<file path="src/design/ifs_map.vh">
/*
 Register offsets, field positions, reset values and command codes for the
 interrupt flag, FIFO status and transmit length register bank.
 Assumes the includer provides the serial register port that uses them.
*/
// Contract
// RQ1 - Main flags zero at power-up and on default-restore.
// RQ2 - Reading main flags clears every bit except bit 0.
// RQ3 - Main bit 0 clears only after the auxiliary flags are read.
// RQ4 - Auxiliary flags at 0Bh: deselect, framing, parity, CRC, FIFO, EEPROM events.
// RQ5 - Parity or CRC errors keep data in FIFO and raise the flag.
// RQ6 - EEPROM done and error flags only for host-port write commands.
// RQ7 - EEPROM error on write-protected word or nonexistent address.
// RQ8 - Auxiliary bit 0 when tag activity cuts a host EEPROM access.
// RQ9 - Auxiliary flags clear on read, power-up and default-restore.
// RQ10 - FIFO status 1 bits 5:0 hold unread count 0 to 32.
// RQ11 - FIFO status zeroed at power-up, default-restore and FIFO-clear.
// RQ12 - Status 2 bit 6 underflow, bit 5 overflow; auxiliary bit 3 reports both.
// RQ13 - Incomplete last byte sets bit 4; bits 3:1 give valid MSB count.
// RQ14 - Missing parity on last byte sets bit 0 and counts as framing error.
// RQ15 - Host writes 10-bit full byte count split over 10h and 11h.
// RQ16 - Host never programs a full byte count above 1023.
// RQ17 - Offset 11h bits 2:0 give split byte bits; 000 means all full.
// RQ18 - Split bits apply only in level-3 mode with bit-stream transmit set.
// RQ19 - Full byte count fields reset to zero at power-up and default-restore.
// RQ20 - Main flags: power-up, wake-ups, rx start, rx end, tx end, water, aux.
// RQ21 - Water level flags nearly full on receive, nearly empty on transmit.
`ifndef IFS_MAP_VH
`define IFS_MAP_VH
`define IFS_OFF_MAIN_IRQ   6'h0a
`define IFS_OFF_AUX_IRQ    6'h0b
`define IFS_OFF_FIFO_STAT1 6'h0c
`define IFS_OFF_FIFO_STAT2 6'h0d
`define IFS_OFF_TX_HIGH    6'h10
`define IFS_OFF_TX_LOW     6'h11
`define IFS_AUX_DESELECT   7
`define IFS_AUX_FRAMING    6
`define IFS_AUX_PARITY     5
`define IFS_AUX_CRC        4
`define IFS_AUX_FIFO       3
`define IFS_AUX_EE_DONE    2
`define IFS_AUX_EE_ERR     1
`define IFS_AUX_EE_CUT     0
`define IFS_ST2_UNDERFLOW  6
`define IFS_ST2_OVERFLOW   5
`define IFS_ST2_INCOMPLETE 4
`define IFS_ST2_NOPARITY   0
`define IFS_RESET_BYTE     8'h00
`define IFS_FIFO_DEPTH     6'h20
`define IFS_WATER_RX       6'h18
`define IFS_WATER_TX       6'h08
`define IFS_SPI_CMD_BIT    7
`define IFS_CMD_SET_DEFAULT 6'h01
`define IFS_CMD_CLEAR      6'h02
`endif

</file>
<file path="src/design/ifs_regs.v">
/*
 Interrupt flag, FIFO status and transmit length register bank.
 Host access is a SPI-style serial port (mode 0, MSB first, 16-bit frames:
 bit 7 command, bit 6 read, bits 5:0 address, then one data byte). Event
 inputs are one-cycle pulses from logic on SYS_CLK_I.
*/
`timescale 1ns/10ps
`include "ifs_map.vh"
module ifs_regs #(
    parameter FIFO_CNT_W = 6
) (
    input  wire       SYS_CLK_I,
    input  wire       RESET_I,
    input  wire       SPI_SCLK_I,
    input  wire       SPI_CS_N_I,
    input  wire       SPI_MOSI_I,
    output reg        SPI_MISO_O,
    output wire       SPI_MISO_OE_O,
    input  wire       EV_POWER_UP_I,
    input  wire       EV_WAKE_ACTIVE_I,
    input  wire       EV_WAKE_CMD_I,
    input  wire       EV_RX_START_I,
    input  wire       EV_RX_END_I,
    input  wire       EV_TX_END_I,
    input  wire       EV_DESELECT_I,
    input  wire       EV_FRAMING_ERR_I,
    input  wire       EV_PARITY_ERR_I,
    input  wire       EV_CRC_ERR_I,
    input  wire       EV_EE_DONE_I,
    input  wire       EV_EE_ERR_I,
    input  wire       EV_EE_CUT_I,
    input  wire       EE_FROM_HOST_I,
    input  wire       RX_ACTIVE_I,
    input  wire       FIFO_PUSH_I,
    input  wire [7:0] FIFO_PUSH_DATA_I,
    input  wire       LAST_INCOMPLETE_I,
    input  wire [2:0] LAST_BYTE_BITS_I,
    input  wire       MISSING_PARITY_LAST_I,
    input  wire       LEVEL3_MODE_I,
    input  wire       BITSTREAM_TX_I,
    input  wire       FIFO_POP_I,
    output reg  [7:0] FIFO_POP_DATA_O,
    output wire [9:0] TX_FULL_BYTES_O,
    output wire [2:0] TX_SPLIT_BITS_O,
    output reg  [7:0] MAIN_IRQ_O
);
    reg [2:0] sclk_sync_reg, cs_sync_reg, mosi_sync_reg;
    reg [7:0] aux_irq_reg;
    reg [FIFO_CNT_W-1:0] fifo_count_reg;
    reg [4:0] rd_ptr_reg, wr_ptr_reg;
    reg [7:0] fifo_mem_reg [0:31];
    reg [7:0] fifo_status2_reg;
    reg [4:0] tx_high_reg;
    reg [7:0] tx_low_reg;
    reg [3:0] bit_cnt_reg;
    reg [7:0] shift_reg;
    reg [7:0] cmd_reg;
    reg [7:0] rd_data_reg;
    wire sclk_rise = sclk_sync_reg[1] & ~sclk_sync_reg[2];
    wire sclk_fall = ~sclk_sync_reg[1] & sclk_sync_reg[2];
    wire cs_act    = ~cs_sync_reg[1];
    wire [7:0] in_byte = {shift_reg[6:0], mosi_sync_reg[1]};
    wire byte_done = cs_act & sclk_rise & (bit_cnt_reg[2:0] == 3'h7);
    wire first_done = byte_done & ~bit_cnt_reg[3];
    wire second_done = byte_done & bit_cnt_reg[3];
    wire is_cmd  = first_done & in_byte[`IFS_SPI_CMD_BIT];
    wire set_def = is_cmd & (in_byte[5:0] == `IFS_CMD_SET_DEFAULT);
    wire clr_cmd = is_cmd & (in_byte[5:0] == `IFS_CMD_CLEAR);
    wire rd_addr = first_done & ~in_byte[7] & in_byte[6];
    wire wr_done = second_done & ~cmd_reg[7] & ~cmd_reg[6];
    wire rd_main = rd_addr & (in_byte[5:0] == `IFS_OFF_MAIN_IRQ);
    wire rd_aux  = rd_addr & (in_byte[5:0] == `IFS_OFF_AUX_IRQ);
    wire fifo_full  = (fifo_count_reg == `IFS_FIFO_DEPTH);
    wire fifo_empty = (fifo_count_reg == 6'h00);
    wire do_push = FIFO_PUSH_I & ~fifo_full;
    wire do_pop  = FIFO_POP_I & ~fifo_empty;
    wire unf_ev  = FIFO_POP_I & fifo_empty;
    wire ovr_ev  = FIFO_PUSH_I & fifo_full & ~FIFO_POP_I;
    // RQ21 water level
    wire water_ev = RX_ACTIVE_I ? (do_push & (fifo_count_reg == `IFS_WATER_RX - 6'h01))
                                : (do_pop & (fifo_count_reg == `IFS_WATER_TX + 6'h01));
    reg [7:0] aux_set;
    // RQ4 auxiliary bit map
    always @* begin
        aux_set = 8'h00;
        aux_set[`IFS_AUX_DESELECT] = EV_DESELECT_I;
        // RQ14 framing from parity
        aux_set[`IFS_AUX_FRAMING]  = EV_FRAMING_ERR_I | (EV_RX_END_I & MISSING_PARITY_LAST_I);
        // RQ5 error flags
        aux_set[`IFS_AUX_PARITY]   = EV_PARITY_ERR_I;
        aux_set[`IFS_AUX_CRC]      = EV_CRC_ERR_I;
        // RQ12 fifo error summary
        aux_set[`IFS_AUX_FIFO]     = unf_ev | ovr_ev;
        // RQ6 host writes only
        aux_set[`IFS_AUX_EE_DONE]  = EV_EE_DONE_I & EE_FROM_HOST_I;
        // RQ7 protected address
        aux_set[`IFS_AUX_EE_ERR]   = EV_EE_ERR_I & EE_FROM_HOST_I;
        // RQ8 access cut
        aux_set[`IFS_AUX_EE_CUT]   = EV_EE_CUT_I & EE_FROM_HOST_I;
    end
    // RQ20 main flag events
    wire [7:1] main_set = {EV_POWER_UP_I, EV_WAKE_ACTIVE_I, EV_WAKE_CMD_I,
                           EV_RX_START_I, EV_RX_END_I, EV_TX_END_I, water_ev};
    always @(posedge SYS_CLK_I or posedge RESET_I) begin
        if (RESET_I) begin
            sclk_sync_reg <= 3'h0;
            cs_sync_reg   <= 3'h7;
            mosi_sync_reg <= 3'h0;
        end else begin
            sclk_sync_reg <= {sclk_sync_reg[1:0], SPI_SCLK_I};
            cs_sync_reg   <= {cs_sync_reg[1:0], SPI_CS_N_I};
            mosi_sync_reg <= {mosi_sync_reg[1:0], SPI_MOSI_I};
        end
    end
    always @(posedge SYS_CLK_I or posedge RESET_I) begin
        if (RESET_I) begin
            bit_cnt_reg <= 4'h0;
            shift_reg   <= 8'h00;
            cmd_reg     <= 8'h00;
            rd_data_reg <= 8'h00;
            SPI_MISO_O  <= 1'b0;
        end else if (!cs_act) begin
            bit_cnt_reg <= 4'h0;
            SPI_MISO_O  <= 1'b0;
        end else begin
            if (sclk_rise) begin
                bit_cnt_reg <= bit_cnt_reg + 4'h1;
                shift_reg   <= in_byte;
                if (first_done) begin
                    cmd_reg <= in_byte;
                    case (in_byte[5:0])
                        `IFS_OFF_MAIN_IRQ:   rd_data_reg <= MAIN_IRQ_O;
                        `IFS_OFF_AUX_IRQ:    rd_data_reg <= aux_irq_reg;
                        `IFS_OFF_FIFO_STAT1: rd_data_reg <= {2'b00, fifo_count_reg};
                        `IFS_OFF_FIFO_STAT2: rd_data_reg <= fifo_status2_reg;
                        `IFS_OFF_TX_HIGH:    rd_data_reg <= {3'b000, tx_high_reg};
                        `IFS_OFF_TX_LOW:     rd_data_reg <= tx_low_reg;
                        default:             rd_data_reg <= 8'h00;
                    endcase
                end
            end
            if (sclk_fall & bit_cnt_reg[3])
                SPI_MISO_O <= rd_data_reg[3'h7 - bit_cnt_reg[2:0]];
        end
    end
    assign SPI_MISO_OE_O = cs_act & cmd_reg[6] & bit_cnt_reg[3];
    always @(posedge SYS_CLK_I or posedge RESET_I) begin
        if (RESET_I) begin
            MAIN_IRQ_O  <= `IFS_RESET_BYTE;
            aux_irq_reg <= `IFS_RESET_BYTE;
        end else if (set_def) begin
            // RQ1 default clears main
            MAIN_IRQ_O  <= `IFS_RESET_BYTE;
            // RQ9 default clears aux
            aux_irq_reg <= `IFS_RESET_BYTE;
        end else begin
            // RQ2 read clears upper
            MAIN_IRQ_O[7:1] <= (rd_main ? 7'h00 : MAIN_IRQ_O[7:1]) | main_set;
            // RQ9 read clears aux
            aux_irq_reg <= (rd_aux ? 8'h00 : aux_irq_reg) | aux_set;
            // RQ3 summary follows aux
            MAIN_IRQ_O[0] <= (rd_aux ? 1'b0 : MAIN_IRQ_O[0]) | (|aux_set);
        end
    end
    always @(posedge SYS_CLK_I or posedge RESET_I) begin
        if (RESET_I) begin
            fifo_count_reg   <= 6'h00;
            rd_ptr_reg       <= 5'h00;
            wr_ptr_reg       <= 5'h00;
            fifo_status2_reg <= `IFS_RESET_BYTE;
            FIFO_POP_DATA_O  <= 8'h00;
        end else if (set_def | clr_cmd) begin
            // RQ11 clear status
            fifo_count_reg   <= 6'h00;
            rd_ptr_reg       <= 5'h00;
            wr_ptr_reg       <= 5'h00;
            fifo_status2_reg <= `IFS_RESET_BYTE;
        end else begin
            // RQ10 unread count
            fifo_count_reg <= fifo_count_reg + {5'h00, do_push} - {5'h00, do_pop};
            if (do_push) begin
                // RQ5 data kept
                fifo_mem_reg[wr_ptr_reg] <= FIFO_PUSH_DATA_I;
                wr_ptr_reg <= wr_ptr_reg + 5'h01;
            end
            if (do_pop) begin
                FIFO_POP_DATA_O <= fifo_mem_reg[rd_ptr_reg];
                rd_ptr_reg <= rd_ptr_reg + 5'h01;
            end
            // RQ12 underflow overflow
            fifo_status2_reg[`IFS_ST2_UNDERFLOW] <= fifo_status2_reg[`IFS_ST2_UNDERFLOW] | unf_ev;
            fifo_status2_reg[`IFS_ST2_OVERFLOW]  <= fifo_status2_reg[`IFS_ST2_OVERFLOW] | ovr_ev;
            if (EV_RX_END_I) begin
                // RQ13 incomplete last byte
                fifo_status2_reg[`IFS_ST2_INCOMPLETE] <= LAST_INCOMPLETE_I;
                fifo_status2_reg[3:1] <= LAST_INCOMPLETE_I ? LAST_BYTE_BITS_I : 3'h0;
                // RQ14 missing parity
                fifo_status2_reg[`IFS_ST2_NOPARITY] <= MISSING_PARITY_LAST_I;
            end
        end
    end
    always @(posedge SYS_CLK_I or posedge RESET_I) begin
        if (RESET_I) begin
            tx_high_reg <= 5'h00;
            tx_low_reg  <= 8'h00;
        end else if (set_def) begin
            // RQ19 count reset
            tx_high_reg    <= 5'h00;
            tx_low_reg[7:3] <= 5'h00;
        end else if (wr_done) begin
            // RQ15 split count
            if (cmd_reg[5:0] == `IFS_OFF_TX_HIGH)
                tx_high_reg <= in_byte[4:0];
            if (cmd_reg[5:0] == `IFS_OFF_TX_LOW)
                tx_low_reg <= in_byte;
        end
    end
    assign TX_FULL_BYTES_O = {tx_high_reg, tx_low_reg[7:3]};
    // RQ17 RQ18 split bits gate
    assign TX_SPLIT_BITS_O = (LEVEL3_MODE_I & BITSTREAM_TX_I) ? tx_low_reg[2:0] : 3'h0;
endmodule // ifs_regs

</file>
<file path="config.mk">
export PLATFORM = sky130hd
export DESIGN_NAME = ifs_regs
export DESIGN_NICKNAME = d
export VERILOG_FILES = /design/src/design/ifs_regs.v
export VERILOG_INCLUDE_DIRS = /design/src /design/src/design
export SDC_FILE = /design/constraint.sdc
export NUM_CORES = 1
export LEC_CHECK = 0
export ABC_AREA = 1
export BUFFER_PORTS_ARGS = -buffer_cell sky130_fd_sc_hd__buf_2
export CELL_PAD_IN_SITES_DETAIL_PLACEMENT = 1
export CELL_PAD_IN_SITES_GLOBAL_PLACEMENT = 2
export CORE_MARGIN = 3
export CORE_UTILIZATION = 43
export CTS_CLUSTER_DIAMETER = 200
export DETAILED_ROUTE_END_ITERATION = 6
export HOLD_SLACK_MARGIN = 0.12
export PLACE_DENSITY = 0.93
export SLEW_MARGIN = 25
export SYNTH_ARGS = -nofsm -noshare
export SYNTH_HDL_FRONTEND = slang
export SYNTH_SLANG_ARGS = --single-unit
</file>
<file path="constraint.sdc">
create_clock -name SYS_CLK_I -period 6.82 [get_ports SYS_CLK_I]
set_clock_uncertainty 0.2 [all_clocks]
set_input_delay 0.682 -clock SYS_CLK_I [delete_from_list [all_inputs] [get_ports SYS_CLK_I]]
set_output_delay 0.682 -clock SYS_CLK_I [all_outputs]
set_load 0.02 [all_outputs]
</file>
==> results of run 1 <==
timing repair:
item | in CTS | in global routing
hold endpoints to repair | 34 | 0
hold buffers | 4 | 0
setup buffers | 0 | 0
where the power goes:
part / internal (W) / switching, W / leakage [nW]
combinational: 0.000440 / 0.00116 / 3.35
clock: 0.00119 / 0.000839 / 0.602
sequential: 0.00243 / 0.000147 / 3.45
total: 0.00406 / 0.00214 / 7.40
cell usage after synthesis (all sizes together) (2+ instances only):
| cell | n | area, um2 |
|---|---|---|
| a21oi | 31 | 155 |
| o211ai | 2 | 15.0 |
| nor3 | 11 | 55.1 |
| ha | 18 | 225 |
| xor2 | 5 | 43.8 |
| nand3 | 187 | 948 |
| nand2 | 576 | 2170 |
| clkinv | 2 | 7.51 |
| buf | 50 | 258 |
| dfstp | 2 | 52.6 |
| dfrtp | 93 | 2330 |
| o22ai | 4 | 25.0 |
| edfxtp | 256 | 7690 |
| nor2 | 112 | 479 |
| a22oi | 5 | 37.5 |
| nand4 | 11 | 96.3 |
| o21ai | 48 | 244 |
| clkbuf | 24 | 90.1 |
| inv | 153 | 577 |
| o21bai | 2 | 15.0 |
worst max-delay path, delay by kind of cell (launching register included):
| kind | cells | cell delay [ps] |
|---|---|---|
| and+or+nand+nor | 6 | 1910 |
| adders and majority gates | 2 | 460 |
| buffers and inverters | 1 | 120 |
| DFF | 1 | 450 |
final cells by class:
class / count / area, um2 / area share [%]
clock buffers: 44 / 983 / 5.65
inverters: 155 / 591 / 3.39
flip-flops and latches: 351 / 10100 / 57.8
repair buffers: 76 / 417 / 2.39
clock inverters: 23 / 223 / 1.28
well taps: 461 / 577 / 3.31
multi-input cells: 1016 / 4560 / 26.2
cells by family (layout without fill, tap and decap cells):
family	after synthesis	after routing	synth area share [%]
simple gates	899	899	24.2
xor+xnor	5	5	0.282
buf+inv	229	298	5.99
fa+ha+maj	19	19	1.58
compound gates	93	93	3.20
flops	351	351	64.7
routing by layer:
| metal | vias to the layer above | part of all wire, % |
|---|---|---|
| met5 | - | 0 |
| met4 | 0 | 1.9 |
| met3 | 57 | 5.6 |
| met2 | 328 | 48 |
| met1 | 5641 | 45 |
| li1 | 5301 | - |
path summary, 6_finish.rpt:
check	depth (start not counted)	start	to	slack, ps
worst max-delay path	9	bit_cnt_reg[0]	fifo_mem_reg[21][6]	3250
min in group asynchronous	3	RESET_I	sclk_sync_reg[2]	520
worst max register to register	9	bit_cnt_reg[0]	fifo_mem_reg[21][6]	3250
max in group asynchronous	4	RESET_I	rd_ptr_reg[0]	4580
worst min register to register	0	sclk_sync_reg[0]	sclk_sync_reg[1]	150
worst min-delay path	0	sclk_sync_reg[0]	sclk_sync_reg[1]	150
per-stage QoR:
step | hold slack [ps] | util [%] | instance area [um2]
after floorplan | 131 | - | 15600
after global placement | 135 | 45.4 | 16200
after detailed placement | 136 | 45.4 | 16200
after CTS | 147 | 48.9 | 17400
after global routing | 161 | 49.0 | 17400
final | 147 | 49.0 | 17400
==> impl_metrics.toml, run 1 <==
[synth]
netlist_area_um2 = 15600
synth_cell_types = 37
seq_area_frac_synth_pct = 64.7
syn_avg_cell_area_um2 = 9.74
ys_dominant_reg_cell = "edfxtp_1"
yosys_warnings = 0
postSynthCellCount = 1596
async_reset_ff_share_pct = 27.1
synth-edff-count = 256
synth_nets = 1652
ys_ff_latch = 351

[layout]
final_nets = 1694
stdcell_count = 2126
layout_common_cells = "nand2_1, edfxtp_1, nand3_1"
drive_gt1_share_pct = 9.67
fillers = 4069
antenna_cells = 0
area_growth_syn_to_layout_pct = 12.0
largest_register_ffs = 256
mostFrequentLayoutCell = "nand2_1"

[worst_setup_path]
critPathKind = "reg -> reg"
crit_slowest_cell = "nor2_1"
start_kind = "register"
crit_required_ps = 6760
critPathArrivalTime_ps = 3510
crit_chain = "ha_1 > ha_1 > nand3_4 > nor2_4 > nand2_2 > inv_4 > nor2_4 > nand2_2 > nor2_1"
cp_max_fo = 32
crit_path_max_incr_delay_ps = 790
worstSetupEndpointType = "register"

[grt]
grt_util_met3_pct = 3.57
grtUsageTotal_pct = 23.1
grt_max_degree = 114
grt_first_pass_wirelength_mm = 68.6
antenna_found_initial = 0
grt_pass1_vias = 11700
overflow = 0
use_met1_pct = 32.3
top_usage_layer = "met2"
met2_usage_pct = 38.3

[clock_tree]
cts-root-buf = "clkbuf_16"
cts_resized = 0
htree_num_levels = 2
clockBufferDepth = 3
cts_tree = "built"
insertion_delay_ps = 540
clkTransAtPathRegs_ps = 60
numCtsBuffers = 38
clock_sinks = 351

[sta]
worst_pin_slew_ps = 996
max_clock_freq_mhz = 280
fin_crit_ps = 3570
finalHoldViolCount = 0
fin_crit_sh_pct = 52.3
relSlewSlack_pct = 33.6
slew_violations = 0
fin_setup_tns_ps = 0
setup_viol = 0
rsz0062_at_grt = "no"
setup_slack_ps = 3250

[floorplan]
std_cell_rows = 69
coreArea_um2 = 35600
io_pins = 68
dieHeight_um = 196
die_area_um2 = 38500
start_util_pct = 43.7
die_w_um = 196

[run_status]
outcome = "complete, no violations"

[placement]
placedCellCount = 2055
gp_congestion = 0.825
portBuffers = 67
pre_cts_ws_ps = 3260
hpwl_mm = 28.3

[routing]
dr.first_iter.drc_count = 794
wl_mm = 44.0
vias = 11300
viasPerCell = 5.33
drt_drc_violations_left = 0
post_drt_wl_per_cell_um = 20.7
route.antenna.remaining_nets = 0
dr.pass1.iters = 5

[power_and_ir_drop]
p_leak_nw = 7.40
p_per_area_nw_per_um2 = 356
total_power_w = 0.00620
ir_worst_vdd_mv = 0.223

[job]
drv_cap = 0

[worst_hold_path]
hold_path_class = "reg -> reg"
(Power assumes the default switching activity.)
==> run 2, diff against run 1 <==
- ABC_AREA: 1 -> 0
- CORE_UTILIZATION: 43 -> 46
- PLACE_DENSITY: 0.93 -> 0.88
- clock period: 6.82 -> 3.5 ns (I/O delays scaled with it)
==> run 2 against run 1 <==
  * Clock power is 91% higher
  * Worst setup slack worse by 2900 ps
  * Global-route usage is 0.66 points lower
  * Sequential share of layout area is 0.80 points higher
  * Final cell count is 30% lower
  * Hold slack worse by 8.8 ps
  * Core utilization is 6.6 points higher
  * First-iteration DRC count is 20% higher
  * Critical path type unchanged
  * Critical endpoint is now aux_irq_reg[0]
==> impl_metrics.toml, run 2 <==
[run_status]
outcome = "complete, no violations"

[job]
drv_cap = 0

[worst_hold_path]
whs_path_depth = 4
holdPathEnd = "fifo_status2_reg[6]"
hold_path_class = "in -> reg"
worstHoldStart = "FIFO_POP_I"

[synth]
yosysMostFrequentCell = "edfxtp_1"
synth_cell_types = 61
synth_top_area_share_pct = 52.7
postSynthCellCount = 903
async_reset_ff_share_pct = 27.1
netlist_area_um2 = 14600
syn_avg_cell_area_um2 = 16.2
netlist_top_cells_count = "edfxtp_1, dfrtp_1, nor2_1"
synth-edff-count = 256
yosysTopAreaCell = "edfxtp_1"
synth_nets = 959
yosys_warnings = 0
ys_ff_latch = 351
yosys-top-cells-area = "edfxtp_1, dfrtp_1, mux4_2"
seq_area_frac_synth_pct = 69.0
ys_dominant_reg_cell = "edfxtp_1"

[sta]
setup_viol = 0
fin_setup_tns_ps = 0
fin_crit_sh_pct = 89.9
worst_pin_slew_ps = 817
max_clock_freq_mhz = 318
slew_violations = 0
fin_crit_ps = 3150
finalHoldViolCount = 0
relSlewSlack_pct = 45.6
rsz0062_at_grt = "no"

[clock_tree]
cts_setup_buffers = 0
clkTransAtPathRegs_ps = 60
clock_sinks = 351
cts-root-buf = "clkbuf_16"
cts_tree = "built"
clockBufferDepth = 3
htree_num_levels = 2
insertion_delay_ps = 520
numCtsBuffers = 38

[routing]
drt_drc_violations_left = 0
dr.pass1.iters = 5
vias = 8792
viasPerCell = 5.93
wl_mm = 37.5
post_drt_wl_per_cell_um = 25.3
route.antenna.remaining_nets = 0
dr.first_iter.drc_count = 950

[power_and_ir_drop]
p_per_area_nw_per_um2 = 719
ir_worst_vdd_mv = 0.436
p_leak_nw = 6.39
total_power_w = 0.0124

[worst_setup_path]
critPathKind = "reg -> reg"
cp_max_fo = 9
crit_required_ps = 3700
worstSetupEndpointType = "register"
worstReg2RegEnd = "aux_irq_reg[0]"
start_kind = "register"
rr_startpoint = "bit_cnt_reg[0]"
r2r_setup_slack_ps = 350
reg2reg_depth = 8
critPathArrivalTime_ps = 3340

[floorplan]
dieHeight_um = 184
coreArea_um2 = 30900
io_pins = 68
die_w_um = 184
die_area_um2 = 33900
std_cell_rows = 64
start_util_pct = 47.2

[grt]
grt_first_pass_wirelength_mm = 57.4
overflow = 0
grtUsageTotal_pct = 22.5
antenna_found_initial = 1
grt_max_degree = 93
grt_pass1_vias = 9349

[layout]
drive_gt1_share_pct = 23.0
final_nets = 1112
largest_register_ffs = 256
mostFrequentLayoutCell = "edfxtp_1"
layout_common_cells = "edfxtp_1, nor2_1, dfrtp_1"
area_growth_syn_to_layout_pct = 17.8
utilization_pct = 55.6

[placement]
hpwl_mm = 23.5
portBuffers = 67
gp_congestion = 0.808
[run 2: metal layers]
layer	global-route usage [%]	up-vias	routed length, um
li1	-	3800	-
met1	32.1	4597	16000
met2	35.7	316	18200
met3	3.84	79	2320
met4	6.92	0	972
met5	0.571	-	0
[run 2: worst max-delay path by stage]
stage	cells past startpoint	endpoint	from	slack, ps
3_5_place_dp	14	fifo_count_reg[5]	fifo_count_reg[3]	420
2_1_floorplan	14	fifo_count_reg[5]	fifo_count_reg[2]	380
4_1_cts	14	fifo_count_reg[5]	fifo_count_reg[3]	390
3_3_place_gp	16	fifo_count_reg[4]	fifo_count_reg[3]	520
5_1_grt	8	aux_irq_reg[0]	bit_cnt_reg[0]	150
6_report	8	aux_irq_reg[0]	bit_cnt_reg[0]	350
[run 2: per-stage QoR]
step	setup WS [ps]	hold WS (ps)	std cells	instance area, um2
6_report	353	139	1482	17200
5_1_grt	148	152	1482	17200
4_1_cts	389	120	1481	17200
3_5_place_dp	418	94.9	1375	15600
3_3_place_gp	524	88.4	1375	15600
2_1_floorplan	375	131	903	14600
[run 2: cell type report]
type	instances	area (um2)
Fill cell	2889	13700
Sequential cell	351	10100
Multi-Input combinational cell	488	4160
Timing Repair Buffer	163	1190
Clock buffer	54	1110
Tap cell	396	495
Clock inverter	15	92.6
Inverter	14	56.3
Antenna cell	1	2.50
[run 2: logic make-up after synthesis]
group / Yosys count / synth area share [%]
adder cells (fa/ha/maj): 19 / 1.68
AND/OR/NAND/NOR: 228 / 7.48
AO/OA/AOI/OAI: 121 / 5.98
flip-flops: 351 / 69.0
XOR/XNOR: 14 / 0.841
buffers and inverters: 64 / 2.46
multiplexers: 106 / 12.5
[run 2: critical path, stage by stage (launching register included)]
cell and delay [ps]:
dfrtp_1 470, ha_1 190, ha_1 130, and4bb_2 280
nor2b_1 280, nand4_1 480, a22oi_1 330, dlygate4sd3_1 610
nor2_1 60
[run 2: report_power, final]
part | internal [W] | switching [W]
Clock | 0.00223 | 0.00162
Combinational | 0.00143 | 0.00175
Sequential | 0.00478 | 0.000530
Total | 0.00845 | 0.00391
[run 2: timing repair]
item | CTS | global route
resized for setup | 0 | 0
endpoints found under the hold margin | 116 | 0
hold buffers | 37 | 0
